==> config.mk <==
export PLATFORM = sky130hd
export DESIGN_NAME = pfm_pad_function_mux
export DESIGN_NICKNAME = d
export VERILOG_FILES = /design/src/include/pfm_pkg.sv /design/src/hw/pfm_line_xbar.sv /design/src/hw/pfm_apb_regs.sv /design/src/hw/pfm_pad_function_mux.sv
export SDC_FILE = /design/constraint.sdc
export NUM_CORES = 1
export LEC_CHECK = 0
export BUFFER_PORTS_ARGS = -buffer_cell sky130_fd_sc_hd__buf_2
export CORE_ASPECT_RATIO = 1.2
export CORE_MARGIN = 5
export CORE_UTILIZATION = 35
export DETAILED_ROUTE_END_ITERATION = 6
export PLACE_DENSITY_LB_ADDON = 0.2
export REMOVE_ABC_BUFFERS = 1
export SYNTH_ARGS = -nofsm -noshare
export SYNTH_HDL_FRONTEND = slang
export SYNTH_SLANG_ARGS = --single-unit
==> constraint.sdc <==
create_clock -name clk -period 4.5 [get_ports clk]
set_clock_uncertainty 0.2 [all_clocks]
set_input_delay 0.9 -clock clk [delete_from_list [all_inputs] [get_ports clk]]
set_output_delay 0.9 -clock clk [all_outputs]
set_load 0.02 [all_outputs]
==> src/include/pfm_pkg.sv <==
// Purpose: Shared constants for the pad function multiplexer
// Assumes: 32-bit APB register window, 14 pads, 22 shared lines
// Notes: Function index order fixes the crossbar encoding
package pfm_pkg;
   // Register byte addresses
   localparam logic [31:0] PAD_EN_ADDR = 32'h2013_2020;
   localparam logic [31:0] LINE_EN_ADDR = 32'h2013_2024;
   localparam logic [31:0] SEL0_ADDR = 32'h2013_2028;
   localparam logic [31:0] SEL1_ADDR = 32'h2013_202C;
   localparam logic [31:0] SEL2_ADDR = 32'h2013_2030;
   localparam logic [31:0] EXTRA_ADDR = 32'h2013_2034;
   localparam logic [31:0] STATUS_ADDR = 32'h2013_2038;
   // Writable bits and reset values
   localparam logic [31:0] PAD_EN_MASK = 32'h00FF_3730;
   localparam logic [31:0] LINE_EN_MASK = 32'h003F_FFFF;
   localparam logic [31:0] EXTRA_MASK = 32'h0000_0001;
   localparam logic [31:0] EN_RST = 32'h0000_0000;
   localparam logic [31:0] SEL_RST = 32'hFFFF_FFFF;
   // Pad enable field positions; PAD12_GP_BIT sits in the extra register
   localparam int DBG_LSB = 16;
   localparam int DBG_W = 8;
   localparam int RADIO_BIT = 13;
   localparam int PAD13_GP_BIT = 12;
   localparam int PAD1_GP_BIT = 10;
   localparam int PAD0_GP_BIT = 9;
   localparam int SLAVE_BIT = 8;
   localparam int SEL1_EN_BIT = 5;
   localparam int MASTER_BIT = 4;
   localparam int PAD12_GP_BIT = 0;
   // Sizes
   localparam int NUM_PADS = 14;
   localparam int NUM_LINES = 22;
   localparam int NUM_FN = 15;
   localparam int SEL_W = 4;
   localparam int NUM_RADIO = 12;
   localparam int NUM_PWM = 5;
   localparam int NUM_IIC = 4;
   // Shared function indices
   localparam int FN_U0_TX = 0;
   localparam int FN_U0_RX = 1;
   localparam int FN_U0_CTS = 2;
   localparam int FN_U1_RX = 5;
   localparam int FN_IIC_LSB = 6;
   localparam int FN_I0_SDA = 7;
   localparam int FN_PWM_LSB = 10;
   localparam logic [14:0] FN_IS_OUT = 15'h7C19;
   localparam logic [14:0] FN_IS_IIC = 15'h03C0;
   // Pads with fixed alternates
   localparam int PAD_DCLK = 0;
   localparam int PAD_DDAT = 1;
   localparam int PAD_CS1 = 2;
   localparam int PAD_CS0 = 3;
   localparam int PAD_SCK = 4;
   localparam int PAD_MISO = 5;
   localparam int PAD_MOSI = 6;
   localparam int PAD_BTX = 7;
   localparam int PAD_BRX = 8;
   localparam int PAD_P22 = 12;
   localparam int DBG_ON_BTX = 5;
   localparam int DBG_ON_BRX = 6;
   localparam int LINE_ON_P22 = 20;
   localparam int LINE_ON_CS1 = 0;
   // Per pad line and radio test mapping
   localparam int PAD_LINE [NUM_PADS] = '{0, 0, 0, 1, 2, 3, 4, 10, 11, 13, 14, 15, 20, 21};
   localparam logic [13:0] PAD_HAS_LINE = 14'h3FFC;
   localparam int PAD_RADIO [NUM_PADS] = '{0, 0, 0, 0, 0, 0, 0, 2, 3, 5, 0, 6, 11, 0};
   localparam logic [13:0] PAD_HAS_RADIO = 14'h1B80;
   // Winning column codes
   localparam logic [2:0] COL_DEF = 3'h0;
   localparam logic [2:0] COL_ALT1 = 3'h1;
   localparam logic [2:0] COL_ALT2 = 3'h2;
   localparam logic [2:0] COL_LINE = 3'h3;
   localparam logic [2:0] COL_RADIO = 3'h4;
endpackage

==> src/hw/pfm_line_xbar.sv <==
// Purpose: Crossbar between shared lines and shared peripheral signals
// Assumes: Select codes at or above the function count mean no function
// Notes: Purely combinational; the caller registers the results
`timescale 1ns/1ps
module pfm_line_xbar #(
   parameter int NUM_LINES = pfm_pkg::NUM_LINES,
   parameter int NUM_FN = pfm_pkg::NUM_FN,
   parameter int SEL_W = pfm_pkg::SEL_W
) (
   input wire logic [NUM_LINES*SEL_W-1:0] lineSelect,
   input wire logic [NUM_LINES-1:0] lineEnable,
   input wire logic [NUM_LINES-1:0] lineIn,
   input wire logic [NUM_FN-1:0] fnOut,
   input wire logic [NUM_FN-1:0] fnOe,
   output logic [NUM_LINES-1:0] lineOut,
   output logic [NUM_LINES-1:0] lineOe,
   output logic [NUM_FN-1:0] funcIn
);
   // Direction tables are sized for the documented function set
   if (NUM_FN != $bits(pfm_pkg::FN_IS_OUT) || NUM_FN > (1 << SEL_W)) begin : g_chk
      $error("pfm_line_xbar: function count does not fit tables");
   end
   // Each line picks one function by its own index
   for (genvar l = 0; l < NUM_LINES; l++) begin : g_line
      logic [SEL_W-1:0] sel;
      logic valid;
      assign sel = lineSelect[l*SEL_W +: SEL_W];
      assign valid = (int'(sel) < NUM_FN);
      assign lineOut[l] = valid ? fnOut[sel] : 1'b0;
      // Outputs drive always, IIC only while pulling low
      assign lineOe[l] = valid & (pfm_pkg::FN_IS_OUT[sel] |
                                  (pfm_pkg::FN_IS_IIC[sel] & fnOe[sel]));
   end
   // Inputs idle high; several lines on one input act as wired-and
   for (genvar f = 0; f < NUM_FN; f++) begin : g_fn
      always_comb begin
         funcIn[f] = 1'b1;
         for (int l = 0; l < NUM_LINES; l++) begin
            if (lineEnable[l] && lineSelect[l*SEL_W +: SEL_W] == SEL_W'(f)) begin
               funcIn[f] = funcIn[f] & lineIn[l];
            end
         end
      end
   end
endmodule

==> src/hw/pfm_apb_regs.sv <==
// Purpose: APB register file for pad and shared line selection
// Assumes: No wait states; read data captured in the setup cycle
// Notes: Reserved enable and extra bits read zero, unmapped addresses answer pslverr
`timescale 1ns/1ps
module pfm_apb_regs (
   input wire logic clk,
   input wire logic rst_n,
   input wire logic psel,
   input wire logic penable,
   input wire logic pwrite,
   input wire logic [31:0] paddr,
   input wire logic [31:0] pwdata,
   input wire logic [pfm_pkg::NUM_PADS-1:0] padLevel,
   output logic [31:0] prdata,
   output logic pready,
   output logic pslverr,
   output logic [31:0] padEnable,
   output logic [31:0] lineEnable,
   output logic [95:0] selWords,
   output logic [31:0] extraEnable
);
   typedef struct packed {
      logic [31:0] padEn;
      logic [31:0] lineEn;
      logic [95:0] sel;
      logic [31:0] extra;
      logic [31:0] rdata;
      logic ready;
      logic err;
   } pfm_regs_s;
   pfm_regs_s s;
   pfm_regs_s next_s;
   // Decode in setup, answer in access, write at the access edge
   always_comb begin
      logic hit;
      hit = 1'b1;
      next_s = s;
      next_s.ready = 1'b0;
      next_s.err = 1'b0;
      if (psel && !penable) begin
         next_s.ready = 1'b1;
         next_s.rdata = 32'h0000_0000;
         case (paddr)
            pfm_pkg::PAD_EN_ADDR: next_s.rdata = s.padEn;
            pfm_pkg::LINE_EN_ADDR: next_s.rdata = s.lineEn;
            pfm_pkg::SEL0_ADDR: next_s.rdata = s.sel[31:0];
            pfm_pkg::SEL1_ADDR: next_s.rdata = s.sel[63:32];
            pfm_pkg::SEL2_ADDR: next_s.rdata = s.sel[95:64];
            pfm_pkg::EXTRA_ADDR: next_s.rdata = s.extra;
            pfm_pkg::STATUS_ADDR: next_s.rdata = 32'(padLevel);
            default: hit = 1'b0;
         endcase
         next_s.err = !hit;
      end
      if (psel && penable && s.ready && pwrite && !s.err) begin
         case (paddr)
            pfm_pkg::PAD_EN_ADDR: next_s.padEn = pwdata & pfm_pkg::PAD_EN_MASK;
            pfm_pkg::LINE_EN_ADDR: next_s.lineEn = pwdata & pfm_pkg::LINE_EN_MASK;
            pfm_pkg::SEL0_ADDR: next_s.sel[31:0] = pwdata;
            pfm_pkg::SEL1_ADDR: next_s.sel[63:32] = pwdata;
            pfm_pkg::SEL2_ADDR: next_s.sel[95:64] = pwdata;
            pfm_pkg::EXTRA_ADDR: next_s.extra = pwdata & pfm_pkg::EXTRA_MASK;
            default: next_s.extra = s.extra;
         endcase
      end
   end
   // Single state register
   always_ff @(posedge clk or negedge rst_n) begin
      if (!rst_n) begin
         s <= '{padEn: pfm_pkg::EN_RST, lineEn: pfm_pkg::EN_RST,
                sel: {3{pfm_pkg::SEL_RST}}, extra: pfm_pkg::EN_RST,
                rdata: 32'h0000_0000, ready: 1'b0, err: 1'b0};
      end else begin
         s <= next_s;
      end
   end
   assign prdata = s.rdata;
   assign pready = s.ready;
   assign pslverr = s.err;
   assign padEnable = s.padEn;
   assign lineEnable = s.lineEn;
   assign selWords = s.sel;
   assign extraEnable = s.extra;
endmodule

==> src/hw/pfm_pad_function_mux.sv <==
// Purpose: Routes each pad to its default, alternate or shared function
// Assumes: Pad inputs are asynchronous; peripheral signals share clk
// Notes: Every pad output and enable is registered, adding one cycle
//
// The APB slave port was decided locally.
`timescale 1ns/1ps
module pfm_pad_function_mux (
   input wire logic clk,
   input wire logic rst_n,
   input wire logic psel,
   input wire logic penable,
   input wire logic pwrite,
   input wire logic [31:0] paddr,
   input wire logic [31:0] pwdata,
   output logic [31:0] prdata,
   output logic pready,
   output logic pslverr,
   input wire logic [pfm_pkg::NUM_PADS-1:0] padIn,
   output logic [pfm_pkg::NUM_PADS-1:0] padOut,
   output logic [pfm_pkg::NUM_PADS-1:0] padOe,
   input wire logic [pfm_pkg::NUM_PADS-1:0] gpioOut,
   input wire logic [pfm_pkg::NUM_PADS-1:0] gpioOe,
   output logic [pfm_pkg::NUM_PADS-1:0] gpioIn,
   output logic swdClk,
   input wire logic swdDataOut,
   input wire logic swdDataOe,
   output logic swdDataIn,
   input wire logic bridgeUartTx,
   output logic bridgeUartRx,
   input wire logic masterSelect0,
   input wire logic masterSelect1,
   input wire logic spiMasterClk,
   input wire logic spiMasterMosi,
   output logic spiMasterMiso,
   output logic slaveSelect,
   output logic slaveClk,
   output logic slaveMosi,
   input wire logic slaveMiso,
   input wire logic [pfm_pkg::DBG_W-1:0] linkDebug,
   output logic [pfm_pkg::NUM_RADIO-1:0] radioTest,
   input wire logic uart0Tx,
   input wire logic uart0Rts,
   output logic uart0Rx,
   output logic uart0Cts,
   input wire logic uart1Tx,
   output logic uart1Rx,
   input wire logic [pfm_pkg::NUM_IIC-1:0] iicPullLow,
   output logic [pfm_pkg::NUM_IIC-1:0] iicIn,
   input wire logic [pfm_pkg::NUM_PWM-1:0] pwm
);
   typedef struct packed {
      logic [pfm_pkg::NUM_PADS-1:0] sync1;
      logic [pfm_pkg::NUM_PADS-1:0] sync2;
      logic [pfm_pkg::NUM_PADS-1:0] padOut;
      logic [pfm_pkg::NUM_PADS-1:0] padOe;
      logic [pfm_pkg::NUM_PADS-1:0] gpioIn;
      logic [pfm_pkg::NUM_RADIO-1:0] radio;
      logic [pfm_pkg::NUM_IIC-1:0] iicIn;
      logic swdClk;
      logic swdDataIn;
      logic bridgeRx;
      logic miso;
      logic sSel;
      logic sClk;
      logic sMosi;
      logic u0Rx;
      logic u0Cts;
      logic u1Rx;
   } pfm_mux_s;
   pfm_mux_s s;
   pfm_mux_s next_s;

   logic [31:0] padEnable;
   logic [31:0] lineEnable;
   logic [95:0] selWords;
   logic [31:0] extraEnable;
   logic [pfm_pkg::NUM_LINES-1:0] lineIn;
   logic [pfm_pkg::NUM_LINES-1:0] lineOut;
   logic [pfm_pkg::NUM_LINES-1:0] lineOe;
   logic [pfm_pkg::NUM_FN-1:0] funcIn;
   logic [pfm_pkg::NUM_FN-1:0] fnOut;
   logic [pfm_pkg::NUM_FN-1:0] fnOe;
   logic [pfm_pkg::DBG_W-1:0] dbgEn;
   logic radioEn;
   logic masterEn;
   logic slaveEn;

   // Software view of the selection
   pfm_apb_regs u_regs (
      .clk(clk),
      .rst_n(rst_n),
      .psel(psel),
      .penable(penable),
      .pwrite(pwrite),
      .paddr(paddr),
      .pwdata(pwdata),
      .padLevel(s.sync2),
      .prdata(prdata),
      .pready(pready),
      .pslverr(pslverr),
      .padEnable(padEnable),
      .lineEnable(lineEnable),
      .selWords(selWords),
      .extraEnable(extraEnable)
   );

   // Enable fields pulled apart once
   assign dbgEn = padEnable[pfm_pkg::DBG_LSB +: pfm_pkg::DBG_W];
   assign radioEn = padEnable[pfm_pkg::RADIO_BIT];
   assign masterEn = padEnable[pfm_pkg::MASTER_BIT];
   assign slaveEn = padEnable[pfm_pkg::SLAVE_BIT];

   // Shared signals by index; inputs and iic data drive no level
   assign fnOut = {pwm, 4'h0, 1'b0, uart1Tx, uart0Rts, 2'h0, uart0Tx};
   assign fnOe = {5'h00, iicPullLow, 6'h00};

   // Lines without a pad read idle high so they never pull an input
   for (genvar l = 0; l < pfm_pkg::NUM_LINES; l++) begin : g_lin
      logic hasPad;
      logic level;
      always_comb begin
         hasPad = 1'b0;
         level = 1'b1;
         for (int k = 0; k < pfm_pkg::NUM_PADS; k++) begin
            if (pfm_pkg::PAD_HAS_LINE[k] && pfm_pkg::PAD_LINE[k] == l) begin
               hasPad = 1'b1;
               level = s.sync2[k];
            end
         end
      end
      assign lineIn[l] = hasPad ? level : 1'b1;
   end

   pfm_line_xbar #(
      .NUM_LINES(pfm_pkg::NUM_LINES),
      .NUM_FN(pfm_pkg::NUM_FN),
      .SEL_W(pfm_pkg::SEL_W)
   ) u_xbar (
      .lineSelect(selWords[pfm_pkg::NUM_LINES*pfm_pkg::SEL_W-1:0]),
      .lineEnable(lineEnable[pfm_pkg::NUM_LINES-1:0]),
      .lineIn(lineIn),
      .fnOut(fnOut),
      .fnOe(fnOe),
      .lineOut(lineOut),
      .lineOe(lineOe),
      .funcIn(funcIn)
   );

   // Per pad column choice; later checks are higher columns and win
   always_comb begin
      logic [2:0] col [pfm_pkg::NUM_PADS];
      logic o;
      logic e;
      col = '{default: pfm_pkg::COL_DEF};
      o = 1'b0;
      e = 1'b0;
      next_s = s;
      next_s.sync1 = padIn;
      next_s.sync2 = s.sync1;
      next_s.gpioIn = s.sync2;
      next_s.radio = '0;
      for (int k = 0; k < pfm_pkg::NUM_PADS; k++) begin
         o = gpioOut[k];
         e = gpioOe[k];
         case (k)
            pfm_pkg::PAD_DCLK: begin
               if (padEnable[pfm_pkg::PAD0_GP_BIT]) begin
                  col[k] = pfm_pkg::COL_ALT1;
               end else begin
                  e = 1'b0;
               end
            end
            pfm_pkg::PAD_DDAT: begin
               if (padEnable[pfm_pkg::PAD1_GP_BIT]) begin
                  col[k] = pfm_pkg::COL_ALT1;
               end else begin
                  o = swdDataOut;
                  e = swdDataOe;
               end
            end
            pfm_pkg::PAD_CS1: begin
               if (padEnable[pfm_pkg::SEL1_EN_BIT]) begin
                  col[k] = pfm_pkg::COL_ALT1;
                  o = masterSelect1;
                  e = 1'b1;
               end
            end
            pfm_pkg::PAD_CS0, pfm_pkg::PAD_SCK, pfm_pkg::PAD_MISO, pfm_pkg::PAD_MOSI: begin
               if (masterEn) begin
                  col[k] = pfm_pkg::COL_ALT1;
                  o = (k == pfm_pkg::PAD_CS0) ? masterSelect0 :
                      (k == pfm_pkg::PAD_SCK) ? spiMasterClk : spiMasterMosi;
                  e = (k != pfm_pkg::PAD_MISO);
               end
               if (slaveEn) begin
                  col[k] = pfm_pkg::COL_ALT2;
                  o = slaveMiso;
                  e = (k == pfm_pkg::PAD_MISO);
               end
            end
            pfm_pkg::PAD_BTX: begin
               if (extraEnable[pfm_pkg::PAD12_GP_BIT]) begin
                  col[k] = pfm_pkg::COL_ALT1;
               end else begin
                  o = bridgeUartTx;
                  e = 1'b1;
               end
               if (dbgEn[pfm_pkg::DBG_ON_BTX]) begin
                  col[k] = pfm_pkg::COL_ALT2;
                  o = linkDebug[pfm_pkg::DBG_ON_BTX];
                  e = 1'b1;
               end
            end
            pfm_pkg::PAD_BRX: begin
               if (padEnable[pfm_pkg::PAD13_GP_BIT]) begin
                  col[k] = pfm_pkg::COL_ALT1;
               end else begin
                  e = 1'b0;
               end
               if (dbgEn[pfm_pkg::DBG_ON_BRX]) begin
                  col[k] = pfm_pkg::COL_ALT2;
                  o = linkDebug[pfm_pkg::DBG_ON_BRX];
                  e = 1'b1;
               end
            end
            default: begin
               col[k] = pfm_pkg::COL_DEF;
            end
         endcase
         if (pfm_pkg::PAD_HAS_LINE[k] && lineEnable[pfm_pkg::PAD_LINE[k]]) begin
            col[k] = pfm_pkg::COL_LINE;
            o = lineOut[pfm_pkg::PAD_LINE[k]];
            e = lineOe[pfm_pkg::PAD_LINE[k]];
         end
         if (pfm_pkg::PAD_HAS_RADIO[k] && radioEn) begin
            col[k] = pfm_pkg::COL_RADIO;
            o = 1'b0;
            e = 1'b0;
            next_s.radio[pfm_pkg::PAD_RADIO[k]] = s.sync2[k];
         end
         next_s.padOut[k] = o;
         next_s.padOe[k] = e;
      end
      // Peripheral inputs see the pad only while their column wins
      next_s.swdClk = (col[pfm_pkg::PAD_DCLK] == pfm_pkg::COL_DEF) &
                      s.sync2[pfm_pkg::PAD_DCLK];
      next_s.swdDataIn = (col[pfm_pkg::PAD_DDAT] == pfm_pkg::COL_DEF) ?
                         s.sync2[pfm_pkg::PAD_DDAT] : 1'b1;
      next_s.bridgeRx = (col[pfm_pkg::PAD_BRX] == pfm_pkg::COL_DEF) ?
                        s.sync2[pfm_pkg::PAD_BRX] : 1'b1;
      next_s.miso = (col[pfm_pkg::PAD_MISO] == pfm_pkg::COL_ALT1) &
                    s.sync2[pfm_pkg::PAD_MISO];
      next_s.sSel = (col[pfm_pkg::PAD_CS0] == pfm_pkg::COL_ALT2) ?
                    s.sync2[pfm_pkg::PAD_CS0] : 1'b1;
      next_s.sClk = (col[pfm_pkg::PAD_SCK] == pfm_pkg::COL_ALT2) &
                    s.sync2[pfm_pkg::PAD_SCK];
      next_s.sMosi = (col[pfm_pkg::PAD_MOSI] == pfm_pkg::COL_ALT2) &
                     s.sync2[pfm_pkg::PAD_MOSI];
      // Shared inputs come back through the crossbar
      next_s.u0Rx = funcIn[pfm_pkg::FN_U0_RX];
      next_s.u0Cts = funcIn[pfm_pkg::FN_U0_CTS];
      next_s.u1Rx = funcIn[pfm_pkg::FN_U1_RX];
      next_s.iicIn = funcIn[pfm_pkg::FN_IIC_LSB +: pfm_pkg::NUM_IIC];
   end

   // Single state register; reset clears every pad enable, so every pad floats while in reset
   always_ff @(posedge clk or negedge rst_n) begin
      if (!rst_n) begin
         s <= '0;
      end else begin
         s <= next_s;
      end
   end

   assign padOut = s.padOut;
   assign padOe = s.padOe;
   assign gpioIn = s.gpioIn;
   assign swdClk = s.swdClk;
   assign swdDataIn = s.swdDataIn;
   assign bridgeUartRx = s.bridgeRx;
   assign spiMasterMiso = s.miso;
   assign slaveSelect = s.sSel;
   assign slaveClk = s.sClk;
   assign slaveMosi = s.sMosi;
   assign radioTest = s.radio;
   assign uart0Rx = s.u0Rx;
   assign uart0Cts = s.u0Cts;
   assign uart1Rx = s.u1Rx;
   assign iicIn = s.iicIn;

   logic [pfm_pkg::SEL_W-1:0] selCs1;
   assign selCs1 = selWords[pfm_pkg::LINE_ON_CS1*pfm_pkg::SEL_W +: pfm_pkg::SEL_W];
endmodule

==> results.ini <==
[run_status]
outcome=complete, but fails checks
failed_checks=DRC

[floorplanning]
start_util_pct=35.2
boundaryPins=241
row_count=80
die_y_um=228
fp.dieW_um=192
die_area_sq_mm=0.0439
core_area_sq_mm=0.0395

[synth]
synthCells=1207
synth.distinct_cells=67
synthesis.area_sq_mm=0.0139
ys.warnings.count=0
synth_top_area_cell=dfrtp_1
synth_ff_type=dfrtp_1
async_reset_ff_share_pct=100
syn_area_per_cell_sq_um=11.5
yosysSeqAreaShare_pct=47.1
synth_area_leaders=dfrtp_1, dfstp_2, mux2_2
synth_top_area_share_pct=28.9
ys_seq_elements=257
synth-edff-count=0

[clocking]
clk_latency_ns=0.58
cts_resized=0
postCtsHoldBufs=0
cts.sinks=257
cts_buffers=29
path_clk_slew_ns=0.06
cts_setup_buffers=0
cts_tree=done
cts_root_buf=clkbuf_16
h-tree-depth=1
cts.path.max_buffers=3

[worst_setup_path]
path_buf_inv=2
required_ns=4.75
cp_cell_sequence=buf_2 > nor4b_2 > nand4_1 > nor4_4 > and3_1 > buf_4 > mux2_1
worst_path_largest_cell_delay_ns=0.48
crit_path_top_delay_cell=nor4_4
cp_top_family=simple AND/OR/NAND/NOR gates
arrival_ns=3.04
startpoint_type=input pin
path_max_fanout=22
critPathKind=input pin to register
timing.critical_path.to_type=register

[cells_and_area]
nNetsFinal=1595
multi_input_area_sq_mm=0.00673
layout_commonest_cell=buf_2
seq_area_sq_mm=0.00655
final_area_sq_mm=0.0165
nFillCells=3868
drive_gt1_share_pct=37.3
final_cell_mix=buf_2, dfrtp_1, dfstp_2, mux2_2, nand2_1
area_delta_synth_final_pct=18.5

[timing]
slew_headroom_pct=41.6
drv_slew=0
worst_slew_pin_slew_ns=0.876
hold-worst-slack_ns=0.143
post-route-min-period_ns=2.79
final.setup.tns_ns=0
max_freq_mhz=358
rsz0062_at_grt=false
setup_viol=0
setup_ws_ns=1.71
period_share_pct=62.0
final_hold_viol_count=0

[routing]
ant_nets=0
wl_per_cell_um=24.8
routed.top_layer=met5
drc=5
routed_via_density=5.44
drt_first_pass_iters=7
drt-initial-drc-count=740
route.met2.wl_mm=24.0
wirelength_met1_mm=20.7
vias=10704
totalWireLength_mm=48.7
met3_length_mm=2.46

[placement]
hpwl_mm=35.8
postPlaceCellArea_sq_mm=0.0155
io_buffers=227
place_congestion=0.970
post-place-ws_ns=1.10

[global_routing]
grt_max_degree=106
grt_pass1_wl_mm=72.3
antenna_found_initial=4
grt_util_all_layers_pct=21.8
grt_pass1_vias=11249
overflow=0

[power]
ir_drop_mv=0.282
power_leakage_nw=7.06
power_density_mw_per_mm2=310

[run]
maxCapViolations=0

[hold_path]
hold_class=register to register

[metrics by stage]
stage / total power [mW] / cells / util, %
6_report: 5.11 / 1966 / 41.7
4_1_cts: 5.18 / 1964 / 41.7
5_1_grt: 5.30 / 1965 / 41.7
3_3_place_gp: 2.72 / 1910 / 39.2
2_1_floorplan: 2.49 / 1116 / -
3_5_place_dp: 2.73 / 1910 / 39.2
[power breakdown]
group	internal, mW	switching, mW	total, mW
sequential	2.35	0.0209	2.37
clock	1.43	0.997	2.43
combinational	0.104	0.211	0.315
total	3.88	1.23	5.11
[path summary, 6_finish.rpt]
| check | startpoint | end | slack (ns) | cells after the start |
|---|---|---|---|---|
| max | paddr[31] | u_regs.lineEnable[12] | 1.71 | 7 |
| min | next_s[72] | g_lin[2].level | 0.14 | 0 |
| max reg2reg | u_regs.selWords[57] | iicIn[3] | 1.93 | 6 |
| min reg2reg | next_s[72] | g_lin[2].level | 0.14 | 0 |
| max in group asynchronous | rst_n | u_regs.selWords[19] | 2.79 | 2 |
| min in group asynchronous | rst_n | gpioIn[7] | 0.19 | 1 |
[state kept, by name, summed over array words and instances (netlist names), 4 cells and up]
signal and flops:
g_lin.level 12, gpioIn 14, iicIn 4, next_s 16, padOe 14, padOut 14, radioTest 5, u_regs.lineEnable 22
u_regs.padEnable 15, u_regs.prdata 32, u_regs.selWords 96
[per-layer routing]
| layer | vias to the layer above | track usage, % |
|---|---|---|
| li1 | 4859 | - |
| met2 | 346 | 36.9 |
| met3 | 61 | 2.92 |
| met4 | 2 | 7.22 |
| met5 | - | 0 |
| met1 | 5436 | 28.7 |
[kinds of logic (layout without fill, tap and decap cells)]
family	after synthesis	after routing	synth area share [%]
fa+ha+maj	48	48	4.31
other cells	1	9	0.0269
mux	230	230	19.9
buf+inv	134	352	4.78
flops	257	257	47.1
simple gates	295	295	12.0
compound gates	242	242	11.9
[area by class of cell]
cell class                 instances  area share (%)
multi-input combinational        822            40.8
tap                              533            4.04
timing repair buffer             261            8.65
sequential                       257            39.7
clock inverter                     8           0.698
clock buffer                      46            5.21
antenna                            2          0.0303
inverter                          37           0.842
[synthesized netlist by cell type, types with 11 or more instances]
cell type and count:
nand2_1 64, and3_1 13, ha_1 48, dfrtp_1 161, a21oi_1 39, a22o_1 17, mux2_1 60, mux2_2 81
inv_1 37, buf_2 13, nor2_1 36, nand3_1 61, nand4_1 12, a22oi_1 18, clkbuf_1 60, nand2b_1 15
mux4_2 11, mux2i_1 48, o21ai_0 62, a32oi_1 19, a31oi_1 14, mux2_4 30, dfstp_2 96, nor2b_1 28
Note: power is estimated with default switching activity, not from simulation.
